File: config.mk
export PLATFORM = sky130hd
export DESIGN_NAME = pll_lock_detect_and_cal_status
export DESIGN_NICKNAME = d
export VERILOG_FILES = /design/src/rtl/pll_lock_pkg.sv /design/src/rtl/lock_ctl_if.sv /design/src/rtl/pll_lock_detect_and_cal_status.sv /design/src/rtl/lock_debounce.sv
export SDC_FILE = /design/constraint.sdc
export NUM_CORES = 1
export LEC_CHECK = 0
export BUFFER_PORTS_ARGS = -buffer_cell sky130_fd_sc_hd__buf_2
export CORE_MARGIN = 2
export CORE_UTILIZATION = 51
export CTS_CLUSTER_DIAMETER = 60
export DETAILED_ROUTE_END_ITERATION = 10
export HOLD_SLACK_MARGIN = 0.1
export MAX_ROUTING_LAYER = met4
export PLACE_DENSITY = 0.86
export SLEW_MARGIN = 20
export SYNTH_ARGS = -nofsm -noshare
export SYNTH_HDL_FRONTEND = slang
export SYNTH_SLANG_ARGS = --single-unit
File: constraint.sdc
create_clock -name ref_clk_i -period 3.2 [get_ports ref_clk_i]
set_clock_uncertainty 0.15 [all_clocks]
set_input_delay 0.64 -clock ref_clk_i [delete_from_list [all_inputs] [get_ports ref_clk_i]]
set_output_delay 0.64 -clock ref_clk_i [all_outputs]
set_load 0.005 [all_outputs]
File: src/rtl/pll_lock_pkg.sv
// Constants for the PLL lock-detect and calibration status block.
// Assumes a 100 MHz system clock and an Avalon-MM register bus.
package pll_lock_pkg;

    // Register byte offsets.
    localparam logic [3:0] OFS_THIRD_POLE   = 4'h0;
    localparam logic [3:0] OFS_LOCK_CFG     = 4'h4;
    localparam logic [3:0] OFS_THRESH       = 4'h8;
    localparam logic [3:0] OFS_CAL_STATUS   = 4'hc;
    localparam logic [3:0] OFS_LOCK_STATUS  = 4'h0;
    localparam logic [3:0] OFS_IRQ_STATUS   = 4'h4;
    localparam logic [3:0] OFS_IRQ_MASK     = 4'h8;
    localparam logic       BANK_CFG         = 1'b0;
    localparam logic       BANK_STS         = 1'b1;

    // Third-pole register fields.
    localparam int BIT_BYPASS_P3   = 7;
    localparam int POS_RES3        = 4;
    localparam int POS_CAP3        = 0;
    localparam logic [2:0] RST_RES3 = 3'h3;
    localparam logic [2:0] RST_CAP3 = 3'h7;

    // Lock detector config fields.
    localparam int BIT_RAW_TO_PIN   = 9;
    localparam int BIT_PREC_EN      = 8;
    localparam int POS_TIMER        = 6;
    localparam int BIT_STICKY       = 5;
    localparam int BIT_CAL_RUN      = 4;
    localparam int BIT_DET_BYPASS   = 3;
    localparam int POS_FILT_RES     = 0;
    localparam logic       RST_PREC_EN  = 1'b1;
    localparam logic [1:0] RST_TIMER    = 2'h2;
    localparam logic [2:0] RST_FILT_RES = 3'h0;

    // Threshold fields.
    localparam int POS_TH_HIGH = 4;
    localparam int POS_TH_LOW  = 0;
    localparam logic [3:0] RST_TH = 4'h8;

    // Calibration status fields.
    localparam int BIT_CAL_FAIL = 7;
    localparam int BIT_CAL_DONE = 6;

    // Interrupt status bits.
    localparam int IRQ_LOCK_GAIN = 0;
    localparam int IRQ_LOCK_LOSS = 1;
    localparam int IRQ_CAL_DONE  = 2;
    localparam int IRQ_W         = 3;

    // Debounce intervals of 570, 5700 and 57000 system clock cycles.
    localparam logic [16:0] DEB_CYC_1 = 17'h0023a;
    localparam logic [16:0] DEB_CYC_2 = 17'h01644;
    localparam logic [16:0] DEB_CYC_3 = 17'h0dea8;

endpackage

File: src/rtl/lock_ctl_if.sv
// Interface carrying lock-detector controls to the debounce core.
// Assumes one clock domain shared by both modules.
`timescale 1ns/1ps
interface lock_ctl_if;
    logic        raw_lock;
    logic [16:0] interval;
    logic        sticky;
    logic        det_bypass;
    logic        det_run;
    logic        lock;

    modport ctl  (output raw_lock, interval, sticky, det_bypass, det_run,
                  input lock);
    modport core (input raw_lock, interval, sticky, det_bypass, det_run,
                  output lock);
endinterface

File: src/rtl/pll_lock_detect_and_cal_status.sv
// Register file and lock logic around an analog PLL.
// Assumes an Avalon-MM master on ref_clk_i and synchronous analog status.
//
// Decided for this implementation: register access over Avalon-MM and the address map.
`timescale 1ns/1ps
module pll_lock_detect_and_cal_status
    import pll_lock_pkg::*;
(
    input  wire logic        ref_clk_i,
    input  wire logic        resetn_i,
    input  wire logic [4:0]  avs_address_i,
    input  wire logic        avs_read_i,
    input  wire logic        avs_write_i,
    input  wire logic [31:0] avs_writedata_i,
    input  wire logic [3:0]  avs_byteenable_i,
    output logic      [31:0] avs_readdata_o,
    output logic             avs_waitrequest_o,
    output logic      [1:0]  avs_response_o,
    input  wire logic        precision_lock_i,
    input  wire logic        original_lock_i,
    input  wire logic        cal_done_i,
    input  wire logic        cal_fail_i,
    input  wire logic [5:0]  vco_band_i,
    output logic             third_pole_bypass_o,
    output logic      [2:0]  third_pole_resistor_code_o,
    output logic      [2:0]  third_pole_capacitor_code_o,
    output logic      [2:0]  lock_filter_res_o,
    output logic      [3:0]  precision_high_threshold_o,
    output logic      [3:0]  precision_low_threshold_o,
    output logic             precision_en_o,
    output logic             lock_pin_o,
    output logic             irq_o
);

    ////////////////////////////////////////////////////////////////////////
    // Configuration registers.

    logic        third_pole_bypass_r;
    logic [2:0]  res3_r;
    logic [2:0]  cap3_r;
    logic        raw_to_pin_r;
    logic        prec_en_r;
    logic [1:0]  timer_r;
    logic        sticky_r;
    logic        cal_run_r;
    logic        det_bypass_r;
    logic [2:0]  filt_res_r;
    logic [3:0]  th_high_r;
    logic [3:0]  th_low_r;
    logic [IRQ_W-1:0] irq_sts_r;
    logic [IRQ_W-1:0] irq_mask_r;

    logic        req_r;
    logic        wr_acc;
    logic        rd_acc;
    logic        bank;
    logic [3:0]  ofs;
    logic        mapped;
    logic [31:0] rd_data;
    logic [7:0]  wd0;
    logic [7:0]  wd1;

    ////////////////////////////////////////////////////////////////////////
    // Avalon-MM slave: every access completes one cycle after it starts.

    assign bank   = avs_address_i[4];
    assign ofs    = {avs_address_i[3:2], 2'b00};
    assign wr_acc = avs_write_i && req_r;
    assign rd_acc = avs_read_i && req_r;
    assign wd0    = avs_byteenable_i[0] ? avs_writedata_i[7:0] : 8'h00;
    assign wd1    = avs_byteenable_i[1] ? avs_writedata_i[15:8] : 8'h00;

    always_ff @(posedge ref_clk_i or negedge resetn_i) begin
        if (!resetn_i) begin
            req_r <= 1'b0;
        end else begin
            req_r <= (avs_read_i || avs_write_i) && !req_r;
        end
    end

    always_ff @(posedge ref_clk_i or negedge resetn_i) begin
        if (!resetn_i) begin
            avs_waitrequest_o <= 1'b1;
        end else begin
            avs_waitrequest_o <= !((avs_read_i || avs_write_i) && !req_r);
        end
    end

    always_comb begin
        mapped = (avs_address_i[1:0] == 2'b00);
        if (bank == BANK_STS && ofs > OFS_IRQ_MASK) begin
            mapped = 1'b0;
        end
    end

    logic lock_db;
    logic sel_raw;

    always_comb begin
        rd_data = 32'h0000_0000;
        if (bank == BANK_CFG) begin
            case (ofs)
                OFS_THIRD_POLE: rd_data[7:0] = {third_pole_bypass_r, res3_r,
                                                1'b0, cap3_r};
                OFS_LOCK_CFG:   rd_data[9:0] = {raw_to_pin_r, prec_en_r,
                                                timer_r, sticky_r, cal_run_r,
                                                det_bypass_r, filt_res_r};
                OFS_THRESH:     rd_data[7:0] = {th_high_r, th_low_r};
                OFS_CAL_STATUS: rd_data[7:0] = {cal_fail_i,
                                                cal_done_i,
                                                vco_band_i};
                default:        rd_data = 32'h0000_0000;
            endcase
        end else begin
            case (ofs)
                OFS_LOCK_STATUS: rd_data[1:0] = {sel_raw,
                                                 lock_db};
                OFS_IRQ_STATUS:  rd_data[IRQ_W-1:0] = irq_sts_r;
                OFS_IRQ_MASK:    rd_data[IRQ_W-1:0] = irq_mask_r;
                default:         rd_data = 32'h0000_0000;
            endcase
        end
    end

    always_ff @(posedge ref_clk_i or negedge resetn_i) begin
        if (!resetn_i) begin
            avs_readdata_o <= 32'h0000_0000;
            avs_response_o <= 2'h0;
        end else if (avs_read_i || avs_write_i) begin
            avs_readdata_o <= rd_acc || !req_r ? rd_data : 32'h0000_0000;
            avs_response_o <= mapped ? 2'h0 : 2'h2;
        end
    end

    // Third pole and lock-filter configuration.
    always_ff @(posedge ref_clk_i or negedge resetn_i) begin
        if (!resetn_i) begin
            third_pole_bypass_r <= 1'b0;
            res3_r              <= RST_RES3;
            cap3_r              <= RST_CAP3;
        end else if (wr_acc && mapped && bank == BANK_CFG
                     && ofs == OFS_THIRD_POLE && avs_byteenable_i[0]) begin
            // Software must only bypass with an integer feedback divider.
            third_pole_bypass_r <= wd0[BIT_BYPASS_P3];
            res3_r              <= wd0[POS_RES3 +: 3];
            cap3_r              <= wd0[POS_CAP3 +: 3];
        end
    end

    always_ff @(posedge ref_clk_i or negedge resetn_i) begin
        if (!resetn_i) begin
            raw_to_pin_r <= 1'b0;
            prec_en_r    <= RST_PREC_EN;
            timer_r      <= RST_TIMER;
            sticky_r     <= 1'b0;
            cal_run_r    <= 1'b0;
            det_bypass_r <= 1'b0;
            filt_res_r   <= RST_FILT_RES;
        end else if (wr_acc && mapped && bank == BANK_CFG
                     && ofs == OFS_LOCK_CFG) begin
            if (avs_byteenable_i[0]) begin
                timer_r      <= wd0[POS_TIMER +: 2];
                sticky_r     <= wd0[BIT_STICKY];
                cal_run_r    <= wd0[BIT_CAL_RUN];
                det_bypass_r <= wd0[BIT_DET_BYPASS];
                filt_res_r   <= wd0[POS_FILT_RES +: 3];
            end
            if (avs_byteenable_i[1]) begin
                raw_to_pin_r <= wd1[BIT_RAW_TO_PIN - 8];
                prec_en_r    <= wd1[BIT_PREC_EN - 8];
            end
        end
    end

    always_ff @(posedge ref_clk_i or negedge resetn_i) begin
        if (!resetn_i) begin
            th_high_r <= RST_TH;
            th_low_r  <= RST_TH;
        end else if (wr_acc && mapped && bank == BANK_CFG
                     && ofs == OFS_THRESH && avs_byteenable_i[0]) begin
            th_high_r <= wd0[POS_TH_HIGH +: 4];
            th_low_r  <= wd0[POS_TH_LOW +: 4];
        end
    end

    ////////////////////////////////////////////////////////////////////////
    // Lock selection and debounce.

    lock_ctl_if lk ();

    logic [16:0] interval;

    always_comb begin
        case (timer_r)
            2'h0:    interval = 17'h0;
            2'h1:    interval = DEB_CYC_1;
            2'h2:    interval = DEB_CYC_2;
            2'h3:    interval = DEB_CYC_3;
            default: interval = 17'h0;
        endcase
    end

    assign sel_raw       = prec_en_r ? precision_lock_i
                                     : original_lock_i;
    assign lk.raw_lock   = sel_raw;
    assign lk.interval   = interval;
    assign lk.sticky     = sticky_r;
    assign lk.det_bypass = det_bypass_r;
    assign lk.det_run    = cal_run_r || cal_done_i;
    assign lock_db       = lk.lock;

    lock_debounce u_debounce (
        .ref_clk_i (ref_clk_i),
        .resetn_i  (resetn_i),
        .ctl       (lk.core)
    );

    ////////////////////////////////////////////////////////////////////////
    // Interrupts: lock gained, lock lost, calibration finished.

    logic             lock_q_r;
    logic             done_q_r;
    logic [IRQ_W-1:0] ev;
    logic [IRQ_W-1:0] clr;

    always_ff @(posedge ref_clk_i or negedge resetn_i) begin
        if (!resetn_i) begin
            lock_q_r <= 1'b0;
            done_q_r <= 1'b0;
        end else begin
            lock_q_r <= lock_db;
            done_q_r <= cal_done_i;
        end
    end

    assign ev[IRQ_LOCK_GAIN] = lock_db && !lock_q_r;
    assign ev[IRQ_LOCK_LOSS] = !lock_db && lock_q_r;
    assign ev[IRQ_CAL_DONE]  = cal_done_i && !done_q_r;
    assign clr = (wr_acc && mapped && bank == BANK_STS
                  && ofs == OFS_IRQ_STATUS) ? wd0[IRQ_W-1:0] : '0;

    // A new event wins over a clear in the same cycle.
    always_ff @(posedge ref_clk_i or negedge resetn_i) begin
        if (!resetn_i) begin
            irq_sts_r <= '0;
        end else begin
            irq_sts_r <= (irq_sts_r & ~clr) | ev;
        end
    end

    always_ff @(posedge ref_clk_i or negedge resetn_i) begin
        if (!resetn_i) begin
            irq_mask_r <= '0;
        end else if (wr_acc && mapped && bank == BANK_STS
                     && ofs == OFS_IRQ_MASK && avs_byteenable_i[0]) begin
            irq_mask_r <= wd0[IRQ_W-1:0];
        end
    end

    ////////////////////////////////////////////////////////////////////////
    // Registered outputs to the analog side and pins.

    always_ff @(posedge ref_clk_i or negedge resetn_i) begin
        if (!resetn_i) begin
            third_pole_bypass_o        <= 1'b0;
            third_pole_resistor_code_o <= RST_RES3;
            third_pole_capacitor_code_o <= RST_CAP3;
            lock_filter_res_o          <= RST_FILT_RES;
            precision_high_threshold_o <= RST_TH;
            precision_low_threshold_o  <= RST_TH;
            precision_en_o             <= RST_PREC_EN;
            lock_pin_o                 <= 1'b0;
            irq_o                      <= 1'b0;
        end else begin
            third_pole_bypass_o        <= third_pole_bypass_r;
            third_pole_resistor_code_o <= res3_r;
            third_pole_capacitor_code_o <= cap3_r;
            lock_filter_res_o          <= filt_res_r;
            precision_high_threshold_o <= th_high_r;
            precision_low_threshold_o  <= th_low_r;
            precision_en_o             <= prec_en_r;
            lock_pin_o                 <= raw_to_pin_r ? sel_raw
                                                       : lock_db;
            irq_o                      <= |(irq_sts_r & irq_mask_r);
        end
    end

endmodule

File: src/rtl/lock_debounce.sv
// Lock debounce with sticky lock and detector bypass.
// Assumes raw lock is synchronous to ref_clk_i.
`timescale 1ns/1ps
module lock_debounce
    import pll_lock_pkg::*;
(
    input  wire logic   ref_clk_i,
    input  wire logic   resetn_i,
    lock_ctl_if.core    ctl
);
    logic [16:0] count_r;
    logic        lock_r;
    logic        good;

    assign good = ctl.det_run && ctl.raw_lock;

    // Counts how long the raw lock has held; any drop restarts it.
    always_ff @(posedge ref_clk_i or negedge resetn_i) begin
        if (!resetn_i) begin
            count_r <= '0;
        end else if (!good) begin
            count_r <= '0;
        end else if (count_r < ctl.interval) begin
            count_r <= count_r + 17'h1;
        end
    end

    always_ff @(posedge ref_clk_i or negedge resetn_i) begin
        if (!resetn_i) begin
            lock_r <= 1'b0;
        end else if (ctl.det_bypass) begin
            lock_r <= 1'b1;
        end else if (good && count_r >= ctl.interval) begin
            lock_r <= 1'b1;
        end else if (!ctl.sticky || !ctl.det_run) begin
            lock_r <= 1'b0;
        end
    end

    assign ctl.lock = lock_r;
endmodule

## Yosys cells after proc, flatten, opt, wreduce, memory -nomap -nowiden

Index checks and enable logic that the tools add are counted.

- Bits in registers: 108
- Output and inout bits: 56
- Logic and storage cells: 103

- $add $sub $neg: 1
- Magnitude comparators: 3
- Eq/ne operators: 7
- Muxes and demuxes: 18
- Bitwise logic cells: 5
- Reduce and logical (&&, ||, !) cells: 38

Operators by type and width:

| kind | count |
|---|---|
| $pmux W17 S4 | 1 |
| $mux W17 | 2 |
| $mux W32 | 1 |
| $pmux W8 S4 | 1 |
| $logic_and A1 B1 Y1 | 20 |
| $add A17 B1 Y17 const B | 1 |
| $ge A17 B17 Y1 | 1 |
| $lt A17 B17 Y1 | 1 |
| $mux W10 | 1 |
| $eq A2 B2 Y1 const B | 4 |
| $mux W8 | 1 |
| $logic_not A1 Y1 | 7 |
| $and A3 B3 Y3 | 2 |
| $mux W1 | 6 |
| $pmux W2 S3 | 1 |
| $eq A2 B1 Y1 const B | 2 |
| $gt A4 B4 Y1 const B | 1 |
| $logic_not A2 Y1 | 2 |
| $logic_not A4 Y1 | 1 |
| $logic_or A1 B1 Y1 | 4 |
| $mux W2 | 2 |
| $reduce_and A2 Y1 | 2 |
| $mux W3 | 1 |
| $not A3 Y3 | 1 |
| other kinds (6) | 6 |

## Longest topological paths before layout

- Word-level depth: 10
- Depth in mapped cells: 11
- Mapped depth without buffers: 9

## By module

Synthesis repeated with hierarchy kept, for this count alone.

- Cells, all modules: 375
- Area total of the unflattened synthesis: 4257.8 um2

By module, submodules not included:

| module | instances | cells an instance | area each (um2) | seq. area each (um2) |
|---|---|---|---|---|
| pll_lock_detect_and_cal_status | 1 | 217 | 2881.5 | 1699.1 |
| lock_debounce | 1 | 158 | 1376.3 | 450.4 |

## Worst setup path before layout

Ideal clock, no wire load.

- Path kind: register to register
- Start point: reg timer_r[1]
- End point: reg u_debounce.count_r[11]
- Setup time: 0.078 ns
- Arrival time: 2.149 ns
- Data required time: 2.972 ns
- Setup slack: 0.823 ns
- Stages on the path, launching flop included: 9
- Path buffers: 1
- Cell sequence: dfstp_2 inv_1 ha_1 a21o_1 a21oi_1 o21bai_4 buf_6 or4_1 a21oi_1

- Cells in the longest elaborated chain, start to end: 4

RTL lines:

| element | RTL line | text |
|---|---|---|
| from (decl) | pll_lock_detect_and_cal_status.sv:43 | `logic [1:0] timer_r;` |
| from (signal assigned) | pll_lock_detect_and_cal_status.sv:162 | `timer_r <= wd0[POS_TIMER +: 2];` |
| $eq A2 B2 Y1, or another cell as far along | pll_lock_detect_and_cal_status.sv:194 | `case (timer_r)` |
| $pmux W17 S4 (*) | pll_lock_detect_and_cal_status.sv:194 |  |
| $lt A17 B17 Y1 (*) | lock_debounce.sv:23 | `end else if (count_r < ctl.interval) begin` |
| $ne A2 B2 Y1 (no line) (*) | -- |  |
| to (signal assigned) | lock_debounce.sv:24 | `count_r <= count_r + 17'h1;` |
| to (decl) | lock_debounce.sv:11 | `logic [16:0] count_r;` |

Every way passes the cells marked *; elsewhere a longest branch is shown, timed or not. The select of a mux whose other input is x is not followed.
A chain may end at the register's enable or synchronous reset.

## Final worst setup path

- Start point: reg timer_r[1]
- End point: reg u_debounce.count_r[10]

The elaborated chain is that of the path after synthesis.

==> impl_metrics.csv <==
group,metric,value,unit
status,status,"finished, final reports clean",
placed_design,placed_area,4440,um^2
synth,synthesis.instances,369,
synth,yosysSeqAreaShare,0.519,
clock_tree,cts.sinks,85,
timing,setup_viol,0,
power_and_ir_drop,power,2.24,mW
finish,n_antenna_cell,0,
finish,fillers,629,
global_route,grt_antenna_before_repair,0,
global_route,grt_pass1_vias,3054,
synth,post_synth.cell_area_avg,11.2,um^2
global_route,busiest_layer,"met2",
floorplanning,io_pins,111,
clock_tree,cts_resized,0,
setup_path,worst-path-max-fanout,22,
timing,tightestPinTransition,0.914,ns
placed_design,gp_congestion,0.882,
synth,synth-edff-count,0,
placed_design,hpwlAfterDp,6.49,mm
setup_path,endpoint_kind,"flip-flop",
setup_path,start_kind,"flip-flop",
clock_tree,cts-htree-levels,3,
floorplanning,die_w,94.1,um
placed_design,io_buffers,63,
power_and_ir_drop,p_per_area,483,nW/um^2
finish,layout-drive-gt1-share,0.310,
timing,whs,0.157,ns
power_and_ir_drop,switching_share,0.298,
global_route,grt_usage,0.223,
detailed_routing,vias,3171,
detailed_routing,routed_wl,9.16,mm
timing,fin_crit,2.69,ns
synth,ys_types,45,
floorplanning,die_area,8860,um^2
global_route,grt_use_met2,0.386,
placed_design,place_inst,521,
synth,yosys_warnings,0,
timing,finalSetupTns,0,ns
clock_tree,post_cts_buffers,0,
global_route,grt_max_degree,86,
global_route,met1_usage,0.259,
power_and_ir_drop,pwr-share-seq,0.536,
power_and_ir_drop,p_leak,2.29,nW
finish,mostFrequentLayoutCells,"dfrtp_1 (67), buf_2 (62), nand2_1 (34)",
synth,ys.flop_type,"dfrtp_1",
detailed_routing,drtAntennaViolNets,0,
synth,ys_ff_latch,85,
floorplanning,initial_utilization,0.531,
finish,fin_cells,537,
hold_path,hold_path_class,"input pin to asynchronous set/reset pin",
global_route,grt_use_met3,0.0417,
power_and_ir_drop,power.share.clock,0.329,
finish,stdcell_area,4640,um^2
run,cap_violations,0,
clock_tree,path_clk_slew,0.10,ns
clock_tree,cts_made_buffers,9,
floorplanning,num_rows,32,
setup_path,crit_type,"flip-flop to flip-flop",
power_and_ir_drop,max-vdd-ir-drop,0.307,mV
detailed_routing,drcViolationCount,0,
clock_tree,clk_latency,0.37,ns
timing,finalHoldViolations,0,
detailed_routing,initialDrtViolationCount,182,
timing,fin_ws,0.514,ns
finish,nets,504,
detailed_routing,vias_per_cell,5.91,
floorplanning,die_h,94.1,um
synth,async_reset_ff_frac,1.00,
finish,multi_input_area,1790,um^2
detailed_routing,wl_per_cell,17.1,um
clock_tree,hold_buffers,0,
power_and_ir_drop,p_sw,0.667,mW
timing,drv_slew,0,
timing,rsz0062_at_grt,"no",
timing,period_share,0.839,
clock_tree,cts-root-buf,"clkbuf_8",
timing,slew_headroom,0.389,
finish,seq_area,2150,um^2
power_and_ir_drop,p_comb_frac,0.135,
placed_design,dp_slack,0.564,ns
global_route,overflow,0,
clock_tree,cts_tree,"done",
finish,areaGrowthSynthToFinish,11.9,%
setup_path,reg2reg_depth,8,
detailed_routing,drt_pass1_iterations,5,
power_and_ir_drop,p_int,1.57,mW
synth,syn-cell-area,4140,um^2
clock_tree,clock_path_buffers,2,
global_route,grt_pass1_wl,14.7,mm
floorplanning,core_area,7810,um^2
setup_path,cp.arrival,2.81,ns
timing,fmax,372,MHz
finish,final_common_cell,"dfrtp_1",
finish,post-route-util,0.594,
setup_path,required,3.33,ns
[path summary, 6_finish.rpt]
path,start,endpoint,slack (ns)
hold / removal,resetn_i,lock_filter_res_o[0]$_DFF_PN0_,0.16
setup / recovery,timer_r[1]$_DFFE_PN1P_,u_debounce.count_r[10]$_DFFE_PN0P_,0.51
min in group ref_clk_i,res3_r[0]$_DFFE_PN1P_,third_pole_resistor_code_o[0]$_DFF_PN1_,0.23
max in group asynchronous,resetn_i,u_debounce.count_r[11]$_DFFE_PN0P_,2.25
setup reg to reg,timer_r[1]$_DFFE_PN1P_,u_debounce.count_r[10]$_DFFE_PN0P_,0.51
hold reg to reg,res3_r[0]$_DFFE_PN1P_,third_pole_resistor_code_o[0]$_DFF_PN1_,0.23
[power by group through the flow]
stage | registers (mW) | clock network (mW) | logic, mW
3_5_place_dp | 1.22 | 0 | 0.299
4_1_cts | 1.20 | 0.745 | 0.302
6_report | 1.20 | 0.737 | 0.302
5_1_grt | 1.21 | 0.805 | 0.338
3_3_place_gp | 1.21 | 0 | 0.286
2_1_floorplan | 1.21 | 0 | 0.197
[worst max-delay path: stages, from the launching register on]
cell      delay [ns]
dfstp_2         0.60
nand2_1         0.16
ha_1            0.34
nand3_1         0.14
o221ai_1        0.15
o21a_1          0.21
buf_4           0.20
or4_1           0.49
a21oi_1         0.16
[layer usage]
layer	wire length, um	share of wire	vias up
met5	0	0	-
met4	156	0.017	0
met3	683	0.075	13
met2	4770	0.52	150
met1	3560	0.39	1571
li1	-	-	1437
[cells in the mapped netlist, types with 10 or more instances]
library cell / count / area share
a21oi_1: 20 / 0.024
a22oi_1: 14 / 0.025
buf_4: 24 / 0.043
dfrtp_1: 67 / 0.40
dfstp_2: 18 / 0.11
ha_1: 19 / 0.057
inv_1: 14 / 0.013
mux2_2: 29 / 0.079
nand2_1: 34 / 0.031
nand3_1: 10 / 0.012
nor2_1: 10 / 0.0091
o31ai_1: 10 / 0.018
[area by class of cell]
type                            count  area share
Clock buffer                        9      0.0267
Clock inverter                      7      0.0143
Inverter                           14      0.0113
Multi-Input combinational cell    256       0.386
Sequential cell                    85       0.464
Tap cell                          102      0.0275
Timing Repair Buffer               64      0.0710
[flip-flops by register name, summed over array words and instances, names as in the netlist, 4 cells and up]
register	flops
th_low_r	4
u_debounce.count_r	17
avs_readdata_o	10
precision_high_threshold_o	4
precision_low_threshold_o	4
th_high_r	4
[cell families after synthesis]
logic type | after synthesis | share of synthesized area
AOI/OAI and AO/OA | 83 | 0.141
adders and majority gates | 19 | 0.0574
buffers and inverters | 50 | 0.0697
DFF | 85 | 0.519
muxes | 32 | 0.0861
other | 1 | 0.000905
and+or+nand+nor | 99 | 0.126
Power figures use the tool's default switching activity.
